**config.mk**
```make
export PLATFORM = sky130hd
export DESIGN_NAME = sfsr_front
export DESIGN_NICKNAME = d
export VERILOG_FILES = /design/src/design/sfsr_pkg.sv /design/src/design/sfsr_front.sv
export SDC_FILE = /design/constraint.sdc
export NUM_CORES = 1
export LEC_CHECK = 0
export ABC_AREA = 1
export BUFFER_PORTS_ARGS = -buffer_cell sky130_fd_sc_hd__buf_2
export CAP_MARGIN = 20
export CELL_PAD_IN_SITES_DETAIL_PLACEMENT = 0
export CELL_PAD_IN_SITES_GLOBAL_PLACEMENT = 1
export CORE_MARGIN = 8
export CORE_UTILIZATION = 35
export CTS_CLUSTER_SIZE = 14
export DETAILED_ROUTE_END_ITERATION = 10
export GPL_TIMING_DRIVEN = 0
export PLACE_DENSITY = 0.73
export SETUP_SLACK_MARGIN = 0.3
export SYNTH_ARGS = -nofsm -noshare
export SYNTH_HDL_FRONTEND = slang
export SYNTH_SLANG_ARGS = --single-unit
```
**constraint.sdc**
```tcl
create_clock -name i_sys_clk -period 8.4 [get_ports i_sys_clk]
set_clock_uncertainty 0.2 [all_clocks]
set_input_delay 0.42 -clock i_sys_clk [delete_from_list [all_inputs] [get_ports i_sys_clk]]
set_output_delay 0.42 -clock i_sys_clk [all_outputs]
set_load 0.01 [all_outputs]
```
**src/design/sfsr_pkg.sv**
```systemverilog
/*
  Shared constants and carrier types of the serial flash command front end.
  Assumes a 125 MHz system clock; all other timing derives from it.
*/
`default_nettype none
package sfsr_pkg;
  // system clock period
  localparam int CLK_NS = 8;
  // self-timed non-volatile status write duration
  localparam int WRSR_TIME_NS = 10000000;
  localparam int WRSR_CYCLES = WRSR_TIME_NS / CLK_NS;
  // volatile_refresh_time, longest allowed, rounded down
  localparam int VOL_REFRESH_NS = 50;
  localparam int VOL_CYCLES = (VOL_REFRESH_NS / CLK_NS) < 1 ? 1 : (VOL_REFRESH_NS / CLK_NS);

  // opcodes
  localparam logic [7:0] OP_WREN = 8'h06;
  localparam logic [7:0] OP_WREN_VOL = 8'h50;
  localparam logic [7:0] OP_WRDI = 8'h04;
  localparam logic [7:0] OP_RDSR_LO = 8'h05;
  localparam logic [7:0] OP_RDSR_HI = 8'h35;
  localparam logic [7:0] OP_WRSR = 8'h01;
  localparam logic [7:0] OP_READ = 8'h03;
  localparam logic [7:0] OP_ID = 8'hAB;
  localparam logic [7:0] OP_PP = 8'h02;
  localparam logic [7:0] OP_QPP = 8'h32;
  localparam logic [7:0] OP_SE = 8'h20;
  localparam logic [7:0] OP_BE32 = 8'h52;
  localparam logic [7:0] OP_BE64 = 8'hD8;
  localparam logic [7:0] OP_CE_A = 8'hC7;
  localparam logic [7:0] OP_CE_B = 8'h60;
  localparam logic [7:0] OP_SCR_ER = 8'h44;
  localparam logic [7:0] OP_SCR_PG = 8'h42;
  localparam logic [7:0] OP_SCR_RD = 8'h48;

  // security register address decode
  localparam logic [7:0] SCR_UPPER = 8'h00;
  localparam logic [7:0] SCR_MID_1 = 8'h10;
  localparam logic [7:0] SCR_MID_2 = 8'h20;
  localparam logic [7:0] SCR_MID_3 = 8'h30;

  // status field positions (status_high occupies 15:8)
  localparam int BIT_BUSY = 0;
  localparam int BIT_WRITE_ENABLE_LATCH = 1;
  localparam int BIT_PROT_B = 8;
  localparam int BIT_QUAD_ENABLE = 9;
  localparam int BIT_PROTECT_COMPLEMENT = 14;
  localparam int BIT_SUSPEND = 15;
  localparam logic [15:0] WR_MASK = 16'h7BFC;     // bits 14..11, 9, 8, 7..2
  localparam logic [15:0] LOCK_MASK = 16'h3800;   // security_lock_bits
  localparam logic [15:0] SHORT_CLR = 16'h4300;   // complement, quad enable, protect b
  localparam logic [15:0] STATUS_RESET = 16'h0000;

  // device code returned by the identify command; value is arbitrary
  localparam logic [7:0] DEVICE_CODE = 8'h5A;

  // read request towards the memory array or security registers
  typedef struct packed {
    logic rd;
    logic [1:0] scr;      // 0 main array, 1..3 security register
    logic [23:0] addr;
  } sfsr_mem_t;

  // program / erase request towards the array engine
  typedef struct packed {
    logic start;
    logic [7:0] code;
    logic [1:0] scr;
    logic [23:0] addr;
    logic wvalid;
    logic [7:0] wdata;
  } sfsr_op_t;

  typedef enum logic [7:0] {
    S_OPC = 8'h01,
    S_HOLD = 8'h02,
    S_ADDR = 8'h04,
    S_DUMMY = 8'h08,
    S_OUT = 8'h10,
    S_WRSR = 8'h20,
    S_WDATA = 8'h40,
    S_IGN = 8'h80
  } sfsr_state_t;
endpackage
`default_nettype wire

```
**src/design/sfsr_front.sv**
```systemverilog
/*
  Serial flash command front end: write-enable latch, status registers,
  status write timing, plain read streaming, identify and security addressing.
  Assumes the host drives chip select, clock and serial input asynchronously to
  i_sys_clk with a bus clock at most an eighth of the system rate; the array
  engine and memory live outside on the same system clock.
*/
// Functional notes
// - write-enable opcode sets the write-enable latch
// - program, erase, security program/erase need latch set; status write needs latch or volatile enable
// - write-disable opcode clears the write-enable latch
// - latch cleared at reset and when any write or array operation completes
// - volatile enable keeps latch, qualifies only the next status write
// - status reads shift selected register out MSB first on falling edges
// - status reads allowed anytime, repeat until chip select rises
// - status write touches only bits 7..2, 14..11, 9 and 8, others read-only
// - security lock bits never return to zero once set, until reset
// - non-volatile status write needs write-enable beforehand, else rejected
// - volatile status write keeps latch zero, cannot lower lock or protect-b
// - status write must end after 8th or 16th data bit, else discarded
// - status write ending after one byte clears complement, quad, and protect-b if latch set
// - non-volatile status write holds busy for timed cycle, then clears latch
// - volatile status write applies within refresh time, busy stays zero
// - all status bits default to zero
// - plain read: opcode plus 24-bit address, data MSB first on falls
// - plain read advances address per byte until chip select rises
// - plain read while busy is ignored and leaves the cycle alone
// - identify: after three dummy bytes device code repeats until deselect
// - security address: upper 00h, middle 10h/20h/30h, low byte offset
// - command starts at chip select fall; first byte MSB first is opcode
// - write, program, erase ignored unless deselect on byte boundary
// - while busy only status reads are accepted
`default_nettype none
module sfsr_front #(
  parameter int WRSR_CYCLES = sfsr_pkg::WRSR_CYCLES
) (
  // clock and reset
  input wire logic i_sys_clk,
  input wire logic i_rst,
  // serial bus pins
  input wire logic i_cs_n,
  input wire logic i_sck,
  input wire logic i_si,
  output logic o_so,
  output logic o_so_oe,
  // memory read port, data valid the cycle after o_mem.rd
  output sfsr_pkg::sfsr_mem_t o_mem,
  input wire logic [7:0] i_mem_data,
  // array engine port
  output sfsr_pkg::sfsr_op_t o_op,
  input wire logic i_array_busy,
  input wire logic i_array_done
);

  typedef struct packed {
    sfsr_pkg::sfsr_state_t state;
    logic cs_s1, cs_s2, cs_d;
    logic sck_s1, sck_s2, sck_d;
    logic si_s1, si_s2;
    logic [7:0] cmd;
    logic [7:0] in_sr;
    logic [2:0] bitcnt;
    logic [2:0] bytecnt;
    logic [23:0] addr;
    logic [1:0] scr;
    logic [7:0] out_sr;
    logic [2:0] obit;
    logic [7:0] pre;
    logic rd_pend;
    logic so;
    logic so_oe;
    logic [15:0] status;
    logic write_enable_latch;
    logic vol_en;
    logic wrsr_busy;
    logic [23:0] wcnt;
    logic vol_pend;
    logic [7:0] vcnt;
    logic [15:0] new_val;
    sfsr_pkg::sfsr_mem_t mem;
    sfsr_pkg::sfsr_op_t op;
  } sfsr_front_t;

  sfsr_front_t st;
  sfsr_front_t next_st;

  // security register select from the upper two address bytes, 0 when not a match
  function automatic logic [1:0] sfsr_scr_sel(input logic [23:0] a);
    logic [1:0] r;
    r = 2'h0;
    if (a[23:16] == sfsr_pkg::SCR_UPPER) begin
      if (a[15:8] == sfsr_pkg::SCR_MID_1) r = 2'h1;
      else if (a[15:8] == sfsr_pkg::SCR_MID_2) r = 2'h2;
      else if (a[15:8] == sfsr_pkg::SCR_MID_3) r = 2'h3;
    end
    return r;
  endfunction

  logic busy;
  logic sck_rise;
  logic sck_fall;
  logic cs_fall;
  logic cs_rise;
  logic [7:0] byte_in;
  logic [23:0] addr_in;
  logic [15:0] wr_data;
  logic [15:0] wr_val;
  logic [7:0] src;
  logic is_write;
  logic is_prog;

  // edges come from the second and third stage only; stage one feeds stage two alone
  always_comb begin
    busy = st.wrsr_busy | i_array_busy;
    sck_rise = st.sck_s2 & ~st.sck_d & ~st.cs_s2;
    sck_fall = ~st.sck_s2 & st.sck_d & ~st.cs_s2;
    cs_fall = ~st.cs_s2 & st.cs_d;
    cs_rise = st.cs_s2 & ~st.cs_d;
    byte_in = {st.in_sr[6:0], st.si_s2};
    addr_in = {st.addr[15:0], byte_in};
    is_prog = (st.cmd == sfsr_pkg::OP_PP) | (st.cmd == sfsr_pkg::OP_QPP) | (st.cmd == sfsr_pkg::OP_SCR_PG);
    is_write = (byte_in == sfsr_pkg::OP_PP) | (byte_in == sfsr_pkg::OP_QPP) | (byte_in == sfsr_pkg::OP_SCR_PG)
      | (byte_in == sfsr_pkg::OP_SE) | (byte_in == sfsr_pkg::OP_BE32) | (byte_in == sfsr_pkg::OP_BE64)
      | (byte_in == sfsr_pkg::OP_SCR_ER) | (byte_in == sfsr_pkg::OP_CE_A) | (byte_in == sfsr_pkg::OP_CE_B);
    // status write data: one byte leaves the high half at its locks only
    wr_data = (st.bytecnt == 3'h1) ? {st.status[15:8] & sfsr_pkg::LOCK_MASK[15:8], st.addr[7:0]}
      : {st.addr[7:0], st.addr[15:8]};
    wr_val = (st.status & ~sfsr_pkg::WR_MASK) | (wr_data & sfsr_pkg::WR_MASK);
    wr_val = wr_val | (st.status & sfsr_pkg::LOCK_MASK);
    if (!st.write_enable_latch) begin
      wr_val[sfsr_pkg::BIT_PROT_B] = wr_val[sfsr_pkg::BIT_PROT_B] | st.status[sfsr_pkg::BIT_PROT_B];
    end
    // output byte source; status is read live so busy is current at each byte load
    case (st.cmd)
      sfsr_pkg::OP_RDSR_LO: src = {st.status[7:2], st.write_enable_latch, busy};
      sfsr_pkg::OP_RDSR_HI: src = st.status[15:8];
      sfsr_pkg::OP_ID: src = sfsr_pkg::DEVICE_CODE;
      default: src = st.pre;
    endcase
  end

  always_comb begin
    next_st = st;
    next_st.cs_s1 = i_cs_n;
    next_st.cs_s2 = st.cs_s1;
    next_st.cs_d = st.cs_s2;
    next_st.sck_s1 = i_sck;
    next_st.sck_s2 = st.sck_s1;
    next_st.sck_d = st.sck_s2;
    next_st.si_s1 = i_si;
    next_st.si_s2 = st.si_s1;
    next_st.mem.rd = 1'b0;
    next_st.op.start = 1'b0;
    next_st.op.wvalid = 1'b0;
    next_st.rd_pend = st.mem.rd;
    if (st.rd_pend) next_st.pre = i_mem_data;

    // background cycles; a new command cannot collide since busy blocks it
    if (i_array_done) next_st.write_enable_latch = 1'b0;
    if (st.wrsr_busy) begin
      if (st.wcnt == 24'h0) begin
        next_st.wrsr_busy = 1'b0;
        next_st.write_enable_latch = 1'b0;
        next_st.status = st.new_val;
      end else begin
        next_st.wcnt = st.wcnt - 24'h1;
      end
    end
    if (st.vol_pend) begin
      if (st.vcnt == 8'h0) begin
        next_st.vol_pend = 1'b0;
        next_st.status = st.new_val;
      end else begin
        next_st.vcnt = st.vcnt - 8'h1;
      end
    end

    if (cs_fall) begin
      next_st.state = sfsr_pkg::S_OPC;
      next_st.bitcnt = 3'h0;
      next_st.bytecnt = 3'h0;
      next_st.obit = 3'h0;
      next_st.so_oe = 1'b0;
    end else if (cs_rise) begin
      next_st.so_oe = 1'b0;
      next_st.state = sfsr_pkg::S_IGN;
      case (st.state)
        sfsr_pkg::S_HOLD: begin
          if (st.bitcnt == 3'h0) begin
            case (st.cmd)
              sfsr_pkg::OP_WREN: next_st.write_enable_latch = 1'b1;
              sfsr_pkg::OP_WRDI: next_st.write_enable_latch = 1'b0;
              sfsr_pkg::OP_WREN_VOL: next_st.vol_en = 1'b1;
              default: next_st.op.start = 1'b1;
            endcase
          end
        end
        sfsr_pkg::S_WDATA: begin
          if (st.bitcnt == 3'h0 && st.bytecnt == 3'h4) next_st.op.start = 1'b1;
        end
        sfsr_pkg::S_WRSR: begin
          next_st.vol_en = 1'b0;
          // only the 8th or 16th data bit ends it properly
          if (st.bitcnt == 3'h0 && (st.bytecnt == 3'h1 || st.bytecnt == 3'h2)) begin
            next_st.new_val = wr_val;
            if (st.write_enable_latch) begin
              next_st.wrsr_busy = 1'b1;
              next_st.wcnt = 24'(WRSR_CYCLES - 1);
            end else begin
              next_st.vol_pend = 1'b1;
              next_st.vcnt = 8'(sfsr_pkg::VOL_CYCLES - 1);
            end
          end
        end
        default: next_st.state = sfsr_pkg::S_IGN;
      endcase
    end else if (sck_rise) begin
      next_st.in_sr = byte_in;
      next_st.bitcnt = st.bitcnt + 3'h1;
      if (st.bitcnt == 3'h7) begin
        case (st.state)
          sfsr_pkg::S_OPC: begin
            next_st.cmd = byte_in;
            if (byte_in != sfsr_pkg::OP_WRSR) next_st.vol_en = 1'b0;
            if (busy && byte_in != sfsr_pkg::OP_RDSR_LO && byte_in != sfsr_pkg::OP_RDSR_HI) begin
              next_st.state = sfsr_pkg::S_IGN;
            end else if (is_write && !st.write_enable_latch) begin
              next_st.state = sfsr_pkg::S_IGN;
            end else begin
              case (byte_in)
                sfsr_pkg::OP_WREN, sfsr_pkg::OP_WRDI, sfsr_pkg::OP_WREN_VOL,
                sfsr_pkg::OP_CE_A, sfsr_pkg::OP_CE_B: next_st.state = sfsr_pkg::S_HOLD;
                sfsr_pkg::OP_RDSR_LO, sfsr_pkg::OP_RDSR_HI: next_st.state = sfsr_pkg::S_OUT;
                sfsr_pkg::OP_WRSR: begin
                  next_st.state = (st.write_enable_latch || st.vol_en) ? sfsr_pkg::S_WRSR
                    : sfsr_pkg::S_IGN;
                end
                sfsr_pkg::OP_READ, sfsr_pkg::OP_ID, sfsr_pkg::OP_SCR_RD,
                sfsr_pkg::OP_PP, sfsr_pkg::OP_QPP, sfsr_pkg::OP_SCR_PG,
                sfsr_pkg::OP_SE, sfsr_pkg::OP_BE32, sfsr_pkg::OP_BE64,
                sfsr_pkg::OP_SCR_ER: next_st.state = sfsr_pkg::S_ADDR;
                default: next_st.state = sfsr_pkg::S_IGN;
              endcase
            end
          end
          sfsr_pkg::S_ADDR: begin
            next_st.addr = addr_in;
            next_st.bytecnt = st.bytecnt + 3'h1;
            next_st.scr = sfsr_scr_sel(addr_in);
            next_st.op.code = st.cmd;
            next_st.op.addr = addr_in;
            next_st.op.scr = sfsr_scr_sel(addr_in);
            if (st.bytecnt == 3'h2) begin
              case (st.cmd)
                sfsr_pkg::OP_READ: begin
                  next_st.scr = 2'h0;
                  next_st.mem.rd = 1'b1;
                  next_st.mem.scr = 2'h0;
                  next_st.mem.addr = addr_in;
                  next_st.state = sfsr_pkg::S_OUT;
                end
                sfsr_pkg::OP_ID: next_st.state = sfsr_pkg::S_OUT;
                sfsr_pkg::OP_SCR_RD, sfsr_pkg::OP_SCR_PG, sfsr_pkg::OP_SCR_ER: begin
                  if (sfsr_scr_sel(addr_in) == 2'h0) next_st.state = sfsr_pkg::S_IGN;
                  else if (st.cmd == sfsr_pkg::OP_SCR_RD) next_st.state = sfsr_pkg::S_DUMMY;
                  else if (st.cmd == sfsr_pkg::OP_SCR_PG) next_st.state = sfsr_pkg::S_WDATA;
                  else next_st.state = sfsr_pkg::S_HOLD;
                end
                default: next_st.state = is_prog ? sfsr_pkg::S_WDATA : sfsr_pkg::S_HOLD;
              endcase
            end
          end
          sfsr_pkg::S_DUMMY: begin
            next_st.mem.rd = 1'b1;
            next_st.mem.scr = st.scr;
            next_st.mem.addr = st.addr;
            next_st.state = sfsr_pkg::S_OUT;
          end
          sfsr_pkg::S_WRSR: begin
            next_st.addr = {st.addr[15:0], byte_in};
            next_st.bytecnt = (st.bytecnt == 3'h3) ? 3'h3 : st.bytecnt + 3'h1;
          end
          sfsr_pkg::S_WDATA: begin
            // data bytes stream straight to the array engine's page buffer
            next_st.op.wvalid = 1'b1;
            next_st.op.wdata = byte_in;
            next_st.bytecnt = 3'h4;
          end
          sfsr_pkg::S_HOLD: next_st.state = sfsr_pkg::S_IGN;
          default: next_st.state = st.state;
        endcase
      end
    end else if (sck_fall && st.state == sfsr_pkg::S_OUT) begin
      // byte reload on a bit-count wrap makes status and id repeat forever
      next_st.so_oe = 1'b1;
      next_st.obit = st.obit + 3'h1;
      if (st.obit == 3'h0) begin
        next_st.so = src[7];
        next_st.out_sr = {src[6:0], 1'b0};
        if (st.cmd == sfsr_pkg::OP_READ || st.cmd == sfsr_pkg::OP_SCR_RD) begin
          next_st.addr = st.addr + 24'h1;
          next_st.mem.rd = 1'b1;
          next_st.mem.scr = st.scr;
          next_st.mem.addr = st.addr + 24'h1;
        end
      end else begin
        next_st.so = st.out_sr[7];
        next_st.out_sr = {st.out_sr[6:0], 1'b0};
      end
    end
  end

  // reset loads constants only: factory-zero status, latch clear, sync chain idle
  always_ff @(posedge i_sys_clk or posedge i_rst) begin
    if (i_rst) begin
      st <= '0;
      st.state <= sfsr_pkg::S_IGN;
      st.cs_s1 <= 1'b1;
      st.cs_s2 <= 1'b1;
      st.cs_d <= 1'b1;
      st.status <= sfsr_pkg::STATUS_RESET;
    end else begin
      st <= next_st;
    end
  end

  assign o_so = st.so;
  assign o_so_oe = st.so_oe;
  assign o_mem = st.mem;
  assign o_op = st.op;

endmodule
`default_nettype wire

```
Yosys cells after proc, flatten, opt, wreduce, memory -nomap -nowiden:

Index checks and enable logic that the tools add are counted.

* register bits: 224
* latch bits: 0
* RAM bits: 0
* ROM bits: 0
* input port bits: 15
* output and inout bits: 73
* logic and storage cells: 283
* memories: 0

* $add $sub $neg: 6
* multipliers: 0
* divide/modulo/power cells: 0
* $lt $le $gt $ge: 0
* equality and inequality tests: 60
* shift-type cells: 0
* muxes and demuxes: 100
* bitwise gates (word level): 27
* reduce and logical (&&, ||, !) cells: 52

Operators with widths (count)
* 27-bit 2-to-1 mux: 8
* 43-bit 2-to-1 mux: 4
* 50-bit 2-to-1 mux: 3
* 24-bit 2-to-1 mux: 6
* 123-bit 2-to-1 mux: 1
* 8-bit 2-to-1 mux: 12
* 8-bit by 7-bit == test with 1-bit output, second input constant: 11
* 8-bit by 6-bit == test with 1-bit output, second input constant: 8
* 8-bit one-hot mux with 4 select lines: 2
* 8-bit by 3-bit == test with 1-bit output, second input constant: 7
* 27-bit one-hot mux with 2 select lines: 1
* 25-bit 2-to-1 mux: 2
* 8-bit by 2-bit == test with 1-bit output, second input constant: 5
* 17-bit 2-to-1 mux: 2
* 34-bit 2-to-1 mux: 1
* 8-bit == test, second input constant: 4
* 16-bit 2-to-1 mux: 2
* 2-bit 2-to-1 mux: 16
* 29-bit 2-to-1 mux: 1
* 9-bit 2-to-1 mux: 3
* 24-bit by 1-bit adder with 24-bit output, second input constant: 1
* 24-bit zero test: 1
* 8-bit one-hot mux with 3 select lines: 1
* 24-bit by 1-bit subtractor with 24-bit output, second input constant: 1
* other kinds (52): 142

Longest topological paths before layout:

Gate-level depths: netlist (run 1).

* depth in word-level cells: 21
* gate-level depth with buffers: 13
* mapped depth without buffers: 13

Worst setup path after synthesis (run 1):

Ideal clock, no wire load.

* path kind: reg-to-reg
* start point: register st[214] (netlist name)
* end point: register st[187] (netlist name)
* library setup time: 0.124 ns
* arrival time: 1.830 ns
* data required time: 8.076 ns
* path slack: 6.246 ns
* stages on the path, launching flop included: 9
* path buffers: 1
* clock period less this slack: 2.154 ns
* path through: dfstp_2 > ha_1 > clkbuf_1 > inv_1 > a21oi_1 > inv_1 > a21oi_1 > a21boi_0 > a21oi_1

RTL lines
* from (decl): line sfsr_front.sv:84 `sfsr_front_t st;`
* from (signal assigned): line sfsr_front.sv:323 `st <= next_st;`
* 1-bit AND (*): line sfsr_front.sv:117 `cs_fall = ~st.cs_s2 & st.cs_d;`
* net cs_fall: line sfsr_front.sv:102 `logic cs_fall;`
* 4-bit nonzero test (no line), or another cell as far along
* 4-bit AND reduction (no line)

The timed path passes the listed nets; every way through them passes the cells marked *.
A chain may end at the register's enable or synchronous reset.

Worst setup path in the final report (run 1):

* start point: register st[190] (netlist name)
* end point: register st (netlist bit o_op[27])

* cells in the longest elaborated chain, start to end: 2

RTL lines
* 3-bit == test: line sfsr_front.sv:220 `if (st.bitcnt == 3'h7) begin`
* 5-bit AND reduction (no line)

No other way between the ends.

==> results of run 1 <==
==> registers in the layout, indices dropped and copies added, names as in the netlist <==
name     cells
next_st      5
o_so         1
o_op        44
st         117
o_so_oe      1
o_mem       27
addr_in     24
==> worst max path at each step <==
stage	end	slack [ps]	start
floorplan	addr_in[0]	1790	i_rst
global placement	next_st[209]	-1140	i_rst
detailed placement	o_op[22]	5640	st[190]
CTS	o_op[27]	5630	st[190]
global route	st[118]	5440	next_st[214]
finish	o_op[27]	5600	st[190]
==> layout by cell type, fill, tap and decap left out, types with 9 or more instances in the layout <==
master | Yosys | layout
nand2_1 | 333 | 333
dfrtp_1 | 215 | 215
nor2_1 | 164 | 164
o21ai_0 | 162 | 162
inv_1 | 156 | 155
buf_2 | 17 | 104
nand3_1 | 75 | 75
buf_4 | 74 | 74
a21oi_1 | 55 | 55
clkbuf_16 | 0 | 27
clkbuf_1 | 19 | 22
o22ai_1 | 22 | 22
nor3_1 | 22 | 22
nand4_1 | 21 | 21
ha_1 | 18 | 18
o21ai_1 | 17 | 17
inv_2 | 15 | 15
o21a_1 | 12 | 12
dlygate4sd3_1 | 0 | 12
a22oi_1 | 11 | 11
xor2_1 | 10 | 10
nor2_2 | 9 | 9
==> layer usage <==
| metal | vias up | track usage (%) | part of all wire (%) |
|---|---|---|---|
| li1 | 5226 | - | - |
| met1 | 5051 | 25.94 | 48 |
| met2 | 343 | 27.84 | 43 |
| met3 | 52 | 3.216 | 6.7 |
| met4 | 0 | 5.140 | 2.3 |
| met5 | - | 0 | 0 |
==> power by group through the flow <==
stage                     Combinational [mW]  Clock [mW]  Sequential [mW]
after CTS                              0.368        1.32             1.16
after floorplan                        0.254           0             1.17
after detailed placement               0.361           0             1.18
after global routing                   0.412        1.36             1.17
after global placement                 0.356           0             1.18
final                                  0.363        1.30             1.16
==> repair_timing <==
| item | 4_1_cts | 5_1_grt |
|---|---|---|
| hold buffers | 12 | 0 |
| endpoints found under the setup margin | 0 | 0 |
| endpoints found under the hold margin | 80 | 0 |
| buffers inserted | 0 | 0 |
==> final cells by class <==
cell class | instances | area (µm²)
timing repair buffer | 101 | 610.6
clock buffer | 34 | 742.0
clock inverter | 15 | 244.0
buffer | 117 | 783.3
inverter | 174 | 661.9
antenna | 1 | 2.502
sequential | 219 | 5485
multi-input combinational | 1027 | 5141
fill | 3581 | 19960
tap | 455 | 569.3
==> worst max-delay path, cell delays in order, from the launching register on <==
cell and delay [ps]:
dfrtp_1 410, ha_1 210, ha_1 270, inv_1 280, nor2_4 100, inv_2 120, nor2_2 70, nand2_1 170
clkbuf_1 670, nand2_1 100, o21ai_0 110
==> logic make-up after synthesis <==
logic type                 Yosys count  synth area share (%)
and+or+nand+nor                    664                 23.94
AOI/OAI and AO/OA                  323                 15.13
buffers and inverters              291                 11.92
DFF                                219                 45.47
xor gates and xnor gates            18                 1.307
adders and majority gates           18                 1.867
muxes                                4                0.3733
==> flow_summary.json, run 1 <==
{
  "dpl.hpwl_um": 27170,
  "clk_latency_ps": 550,
  "cts_buffers": 27,
  "drive_gt1_share_pct": 17.84,
  "vias": 10670,
  "yosysSeqAreaShare_pct": 45.47,
  "place_ws_ps": 5639,
  "ys_ff_latch": 219,
  "die_area_mm2": 0.04066,
  "worst-slew-pin-transition_ps": 850.4,
  "reg2reg_to": "o_op[27]",
  "place_inst": 2081,
  "hold_end": "st[122]",
  "synth_common_cells": "nand2_1, dfrtp_1, nor2_1",
  "synthTopCellsByArea": "dfrtp_1, nand2_1, o21ai_0",
  "area_growth_pct": 18.04,
  "overflow": 0,
  "max_freq_mhz": 357.2,
  "placed_area_mm2": 0.01313,
  "drv_slew": 0,
  "yosysMostFrequentCell": "nand2_1",
  "core_area_mm2": 0.03420,
  "die_h_um": 201.7,
  "finalNonFillerCells": 2143,
  "detail_route.wl_per_cell_um": 17.42,
  "clock_path_buffers": 3,
  "ys_types": 53,
  "crit_arrival_ps": 3050,
  "io_pins": 88,
  "worstHoldStart": "i_array_done",
  "synth_top_area_share_pct": 44.60,
  "r2r-start": "st[190]",
  "post-route-min-period_ps": 2800,
  "start_util_pct": 35.27,
  "worstHoldPathCells": 4,
  "final_cell_area_mm2": 0.01424,
  "place_congestion": 0.9433,
  "die_w_um": 201.7,
  "clkSlewWorstSetupHoldPaths_ps": 60,
  "slew_headroom_pct": 43.31,
  "first_global_vias": 10590,
  "rr_worst_depth": 10,
  "grt_pass1_wl_um": 60100,
  "period_share_pct": 33.33,
  "status": "finished, final reports clean",
  "postSynthAreaPerCell_um2": 7.849,
  "h-tree-depth": 1,
  "synth-edff-count": 0,
  "postRouteAntennaNets": 0,
  "vias_per_cell": 4.980,
  "ys.flop_type": "dfrtp_1",
  "io_buffer_count": 87,
  "grt_use_total_pct": 18.18,
  "powerDensity_mw_per_mm2": 198.2,
  "worst_ir_drop_vdd_mv": 0.1288,
  "syn_area_mm2": 0.01206,
  "power.total_mw": 2.823,
  "root_buffer": "clkbuf_16",
  "layout.nets": 1700,
  "clkPwrFrac_pct": 45.9,
  "power_switching_mw": 0.7546,
  "p_sw_share_pct": 26.73,
  "antenna_found_initial": 1,
  "rsz0062_at_grt": "no",
  "endpoint_kind": "flip-flop",
  "crit_required_ps": 8650,
  "cts_resized": 0,
  "final_util_pct": 41.63,
  "syn_nets": 1570,
  "min_path_type": "primary input to flip-flop",
  "p_int_mw": 2.068,
  "drt_iter0_markers": 904,
  "power_leakage_nw": 7.018,
  "yosysTopAreaCell": "dfrtp_1",
  "reg2reg_slack_ps": 5600,
  "ys_async_sr_fraction_pct": 100.0,
  "fin_setup_tns_ps": 0,
  "totalWireLength_um": 37320,
  "drc": 0,
  "start_kind": "flip-flop",
  "critPathKind": "flip-flop to flip-flop",
  "synth_cells": 1537,
  "hold_viol": 0,
  "p_comb_share_pct": 12.9,
  "fin_ws_ps": 5600,
  "cts_tree": "built",
  "holdWs_ps": 72.74,
  "cp_max_fo": 10,
  "grt_max_degree": 79,
  "first_pass_iters": 5,
  "rows": 68,
  "cap_violations": 0,
  "yosysWarnings": 0,
  "pwr-share-seq_pct": 41.3,
  "numClockSinks": 219,
  "setup_viol": 0
}
Note: power is estimated with default switching activity, not from simulation.
==> inputs of run 2 (changes only) <==
--- a/config.mk
+++ b/config.mk
@@ -15,7 +15,7 @@
 export CTS_CLUSTER_SIZE = 14
 export DETAILED_ROUTE_END_ITERATION = 10
 export GPL_TIMING_DRIVEN = 0
-export PLACE_DENSITY = 0.73
+export PLACE_DENSITY = 0.76
 export SETUP_SLACK_MARGIN = 0.3
 export SYNTH_ARGS = -nofsm -noshare
 export SYNTH_HDL_FRONTEND = slang
==> constraint.sdc (replaced) <==
create_clock -name i_sys_clk -period 2.4 [get_ports i_sys_clk]
set_clock_uncertainty 0.2 [all_clocks]
set_input_delay 0.12 -clock i_sys_clk [delete_from_list [all_inputs] [get_ports i_sys_clk]]
set_output_delay 0.12 -clock i_sys_clk [all_outputs]
set_load 0.01 [all_outputs]
==> run 2 against run 1 <==
  * Via count rose by 9.2%
  * Die area did not move
  * Sequential cell count did not move
  * Hold slack got worse by 79 ps
  * The flow now finishes with violations (hold timing)
  * Largest cell class is now multi-input gates
  * Largest power group is now registers
  * Wire length rose by 9.8%
==> flow_summary.json, run 2 (synthesis gave the netlist of run 1 again) <==
{
  "die_area_mm2": 0.04066,
  "min_path_type": "primary input to asynchronous set/reset pin",
  "antenna_found_initial": 0,
  "reg2reg_slack_ps": 170,
  "routed.top_layer": "met4",
  "r2r-start": "next_st[214]",
  "crit_slowest_cell": "dfstp_2",
  "crit_arrival_ps": 2450,
  "wl_met1_um": 18320,
  "numClockSinks": 219,
  "status": "finished, violations left",
  "layout.nets": 1862,
  "drc": 0,
  "endpoint_kind": "flip-flop",
  "overflow": 0,
  "die_w_um": 201.7,
  "critPathKind": "flip-flop to flip-flop",
  "antennaDiodeCount": 0,
  "vias": 11650,
  "h-tree-depth": 1,
  "power_leakage_nw": 8.190,
  "grt_use_total_pct": 18.64,
  "final_util_pct": 50.15,
  "io_buffer_count": 87,
  "core_area_mm2": 0.03420,
  "place_congestion": 0.8947,
  "largest_reg_flops": 117,
  "cts_tree": "built",
  "rows": 68,
  "period_share_pct": 92.86,
  "powerDensity_mw_per_mm2": 578.0,
  "dpl.hpwl_um": 26950,
  "io_pins": 88,
  "worst-slew-pin-transition_ps": 740.5,
  "met3_length_um": 2871,
  "hold_viol": 15,
  "totalWireLength_um": 40960,
  "drt_iter0_markers": 923,
  "cap_violations": 0,
  "fin_setup_tns_ps": 0,
  "slew_headroom_pct": 50.36,
  "die_h_um": 201.7,
  "setup_viol": 0,
  "violations": "hold timing",
  "power_switching_mw": 2.835,
  "pwr-share-seq_pct": 41.3,
  "postRouteAntennaNets": 0,
  "start_kind": "flip-flop",
  "layout_commonest_cell": "nand2_1",
  "max_freq_mhz": 448.7,
  "first_pass_iters": 5,
  "crit_required_ps": 2620,
  "start_util_pct": 35.27,
  "vias_per_cell": 5.058,
  "grt_pass1_wl_um": 61590,
  "cpPeakStageDelay_ps": 580,
  "clock_path_buffers": 3,
  "cp_max_fo": 6,
  "clkSlewWorstSetupHoldPaths_ps": 60,
  "reg2reg_to": "addr_in[16]",
  "drive_gt1_share_pct": 38.40,
  "wl_met2_um": 18390,
  "p_sw_share_pct": 28.59,
  "crit_top_cell": "buf_6",
  "detail_route.wl_per_cell_um": 17.78,
  "root_buffer": "clkbuf_16",
  "p_comb_share_pct": 17.5,
  "rr_worst_depth": 13,
  "p_int_mw": 7.081,
  "grt_max_degree": 42,
  "area_growth_pct": 42.19,
  "cts_buffers": 27,
  "holdWs_ps": -6.552,
  "first_global_vias": 11020,
  "clk_latency_ps": 540,
  "worst_ir_drop_vdd_mv": 0.5022,
  "layout_common_cells": "nand2_1, dfrtp_1, buf_4, nor2_1, o21ai_0",
  "clkPwrFrac_pct": 41.2,
  "post-route-min-period_ps": 2229,
  "drv_slew": 0,
  "largest_register": "st",
  "rsz0062_at_grt": "yes",
  "crit_chain": "buf_6 > nor3_4 > buf_6 > inv_8 > buf_6 > o211ai_1 > nor3_2 > buf_4 > buf_12 > inv_6 > buf_8 > nand2_1 > o21ai_1"
}
## run 2: worst max-delay path by stage
stage,from,endpoint,slack (ps),depth (start not counted)
6_report,next_st[214],addr_in[16],170,13
5_1_grt,st[222],st[180],100,13
4_1_cts,next_st[214],addr_in[14],170,11
3_5_place_dp,st[190],o_op[29],-410,9
3_3_place_gp,i_rst,o_op[6],-2310,2
2_1_floorplan,i_rst,addr_in[0],-770,1
## run 2: layer usage
| layer | vias to the layer above | GRT usage, % |
|---|---|---|
| met2 | 398 | 28.96 |
| met5 | - | 0 |
| met1 | 5597 | 25.60 |
| met3 | 93 | 3.844 |
| met4 | 0 | 6.131 |
| li1 | 5565 | - |
## run 2: what timing repair did
item,in CTS,in global routing
setup endpoints to repair,195,230
setup buffers,71,73
endpoints found under the hold margin,46,0
hold buffers,15,0
gates resized for setup,208,312
gates cloned,6,6
pin swaps,37,76
## run 2: worst max-delay path, delay by kind of cell (launching register included)
family	cells	cell delay [ps]
AND/OR/NAND/NOR	3	280
flip-flops	1	580
AO/OA/AOI/OAI	2	140
buffers and inverters	8	890
## run 2: cell type report
class | count | area [µm²]
fillers | 3259 | 17050
multi-input cells | 1028 | 6232
flip-flops and latches | 219 | 5503
repair buffers | 261 | 2122
plain buffers | 117 | 1039
inverters | 174 | 788.3
clock buffers | 31 | 720.7
well taps | 455 | 569.3
clock inverters | 18 | 175.2
repair inverters | 1 | 5.005
## run 2: through the flow
step	area [µm²]	hold slack [ps]	setup slack, ps	power, mW	cells
after floorplan	12070	-75.52	-770.8	4.979	1537
after detailed placement	13180	27.21	-407.1	5.401	2084
after global routing	17150	21.74	99.84	10.35	2304
after global placement	13080	28.05	-2307	5.370	2079
final	17150	-6.552	171.4	9.915	2304
after CTS	15560	7.627	174.5	9.724	2225
## run 2: power by group through the flow
stage	combinational [mW]	clock, mW	sequential [mW]
2_1_floorplan	0.890	0	4.09
3_3_place_gp	1.24	0	4.13
3_5_place_dp	1.26	0	4.14
4_1_cts	1.46	4.18	4.08
5_1_grt	1.89	4.33	4.13
6_report	1.73	4.09	4.10
==> inputs of run 3 (changes only) <==
--- a/config.mk
+++ b/config.mk
@@ -12,6 +12,7 @@
 export CELL_PAD_IN_SITES_GLOBAL_PLACEMENT = 1
 export CORE_MARGIN = 8
 export CORE_UTILIZATION = 35
+export CTS_BUF_LIST = sky130_fd_sc_hd__clkbuf_8
 export CTS_CLUSTER_SIZE = 14
 export DETAILED_ROUTE_END_ITERATION = 10
 export GPL_TIMING_DRIVEN = 0
==> run 3 against run 2 <==
  * The flow now finishes without violations
  * Largest cell class unchanged
  * Critical endpoint unchanged
  * Largest power group unchanged
  * Highest routed layer unchanged
  * Hold slack better by 52 ps
  * Clock-buffer cell count up 25
  * Final cell count unchanged
  * Non-clock buffer count down 21
  * Cell area down 1.7%
==> flow_summary.json, run 3 (synthesis gave the netlist of run 1 again) <==
{
  "period_share_pct": 92.61,
  "vias_per_cell": 5.014,
  "crit_slowest_cell": "dfrtp_1",
  "antenna_found_initial": 0,
  "worst_ir_drop_vdd_mv": 0.3058,
  "rows": 68,
  "h-tree-depth": 2,
  "cts_buffers": 42,
  "clkSlewWorstSetupHoldPaths_ps": 60,
  "layout_common_cells": "nand2_1, dfrtp_1, buf_4, inv_1, o21ai_0",
  "powerDensity_mw_per_mm2": 577.3,
  "core_area_mm2": 0.03420,
  "status": "finished, final reports clean",
  "die_w_um": 201.7,
  "vias": 11550,
  "cpPeakStageDelay_ps": 410,
  "setup_viol": 0,
  "place_ws_ps": -407.1,
  "grt_max_degree": 42,
  "antennaDiodeCount": 0,
  "final_cell_area_mm2": 0.01686,
  "min_path_type": "primary input to asynchronous set/reset pin",
  "place_congestion": 0.8947,
  "p_sw_share_pct": 28.57,
  "drc": 0,
  "grt_use_total_pct": 18.92,
  "cap_violations": 0,
  "p_int_mw": 6.953,
  "cp_max_fo": 5,
  "first_global_vias": 11110,
  "first_pass_iters": 5,
  "critPathTopFamily": "buffers and inverters",
  "max_freq_mhz": 449.9,
  "slew_headroom_pct": 46.09,
  "placed_area_mm2": 0.01318,
  "crit_required_ps": 2670,
  "drv_slew": 0,
  "numClockSinks": 219,
  "crit_arrival_ps": 2500,
  "fin_ws_ps": 177.4,
  "pwr-share-seq_pct": 42.1,
  "worst-slew-pin-transition_ps": 804.2,
  "largest_register": "st",
  "critPathKind": "flip-flop to flip-flop",
  "overflow": 0,
  "hold_viol": 0,
  "crit_chain": "ha_4 > ha_4 > clkinvlp_4 > buf_6 > nand2_1 > o21ai_2 > nor3_4 > buf_6 > inv_6 > buf_6 > nand2_1 > o21ai_1",
  "postRouteAntennaNets": 0,
  "p_comb_share_pct": 17.4,
  "dpl.hpwl_um": 26950,
  "largest_reg_flops": 117,
  "cts_tree": "built",
  "totalWireLength_um": 40570,
  "drive_gt1_share_pct": 37.16,
  "io_pins": 88,
  "place_inst": 2084,
  "die_area_mm2": 0.04066,
  "clkPwrFrac_pct": 40.4,
  "power_switching_mw": 2.781,
  "area_growth_pct": 39.77,
  "start_util_pct": 35.27,
  "final_util_pct": 49.30,
  "finalNonFillerCells": 2304,
  "io_buffer_count": 87,
  "drt_iter0_markers": 898,
  "crit_top_cell": "buf_6",
  "start_kind": "flip-flop",
  "root_buffer": "clkbuf_8",
  "rsz0062_at_grt": "yes",
  "die_h_um": 201.7,
  "holdWs_ps": 45.56,
  "layout_commonest_cell": "nand2_1",
  "detail_route.wl_per_cell_um": 17.61,
  "grt_pass1_wl_um": 61840,
  "endpoint_kind": "flip-flop",
  "clock_path_buffers": 3,
  "layout.nets": 1855,
  "power_leakage_nw": 8.101,
  "post-route-min-period_ps": 2223,
  "path_buf_inv": 5,
  "clk_latency_ps": 590
}
[run 3: cell type report]
| cell class | instances | area (µm²) |
|---|---|---|
| buffer | 117 | 998.5 |
| clock buffer | 56 | 770.7 |
| clock inverter | 15 | 113.9 |
| fill | 3298 | 17340 |
| inverter | 174 | 779.5 |
| multi-input combinational | 1027 | 6191 |
| sequential | 219 | 5504 |
| tap | 455 | 569.3 |
| timing repair buffer | 240 | 1931 |
| timing repair inverter | 1 | 5.005 |
[run 3: path summary, 6_finish.rpt]
check	from	to	slack, ps	cells past startpoint
worst max-delay path	st[191]	addr_in[16]	180	12
worst min-delay path	i_rst	st[90]	50	4
worst max register to register	st[191]	addr_in[16]	180	12
worst min register to register	next_st[212]	next_st[211]	150	0
max in group asynchronous	i_rst	st[126]	800	4
min in group i_sys_clk	i_mem_data[4]	st[146]	80	4
[run 3: routing by layer]
metal  wire length [µm]  up-vias  part of all wire, %  global-route usage [%]
li1                   -     5572                    -                       -
met5                  0        -                    0                       0
met4               1264        0                  3.1                   7.488
met3               2832       87                  7.0                   4.246
met2              18120      407                   45                   28.86
met1              18350     5486                   45                   25.72
[run 3: repair_timing]
action                                  4_1_cts  5_1_grt
endpoints found under the hold margin       119       15
setup buffers                                57       65
hold buffers                                 17        1
gates resized for setup                     197      284
cloned                                        5        4
pin swaps                                    36       64
endpoints found under the setup margin      193      226
[run 3: tightest hold or removal path, cell delays in order]
cell           delay [ps]
dlygate4sd3_1         540
buf_2                 160
clkinvlp_4            140
buf_12                230
[run 3: through the flow]
stage | total power [mW] | setup TNS [ps]
global placement | 5.370 | -513940
finish | 9.734 | 0
detailed placement | 5.401 | -24230
global route | 10.19 | 0
floorplan | 4.979 | -165870
CTS | 9.558 | 0
[run 3: power groups by stage]
stage	clock, mW	sequential (mW)	combinational, mW
global route	4.20	4.13	1.86
CTS	4.03	4.08	1.44
finish	3.94	4.10	1.70
detailed placement	0	4.14	1.26
floorplan	0	4.09	0.890
global placement	0	4.13	1.24
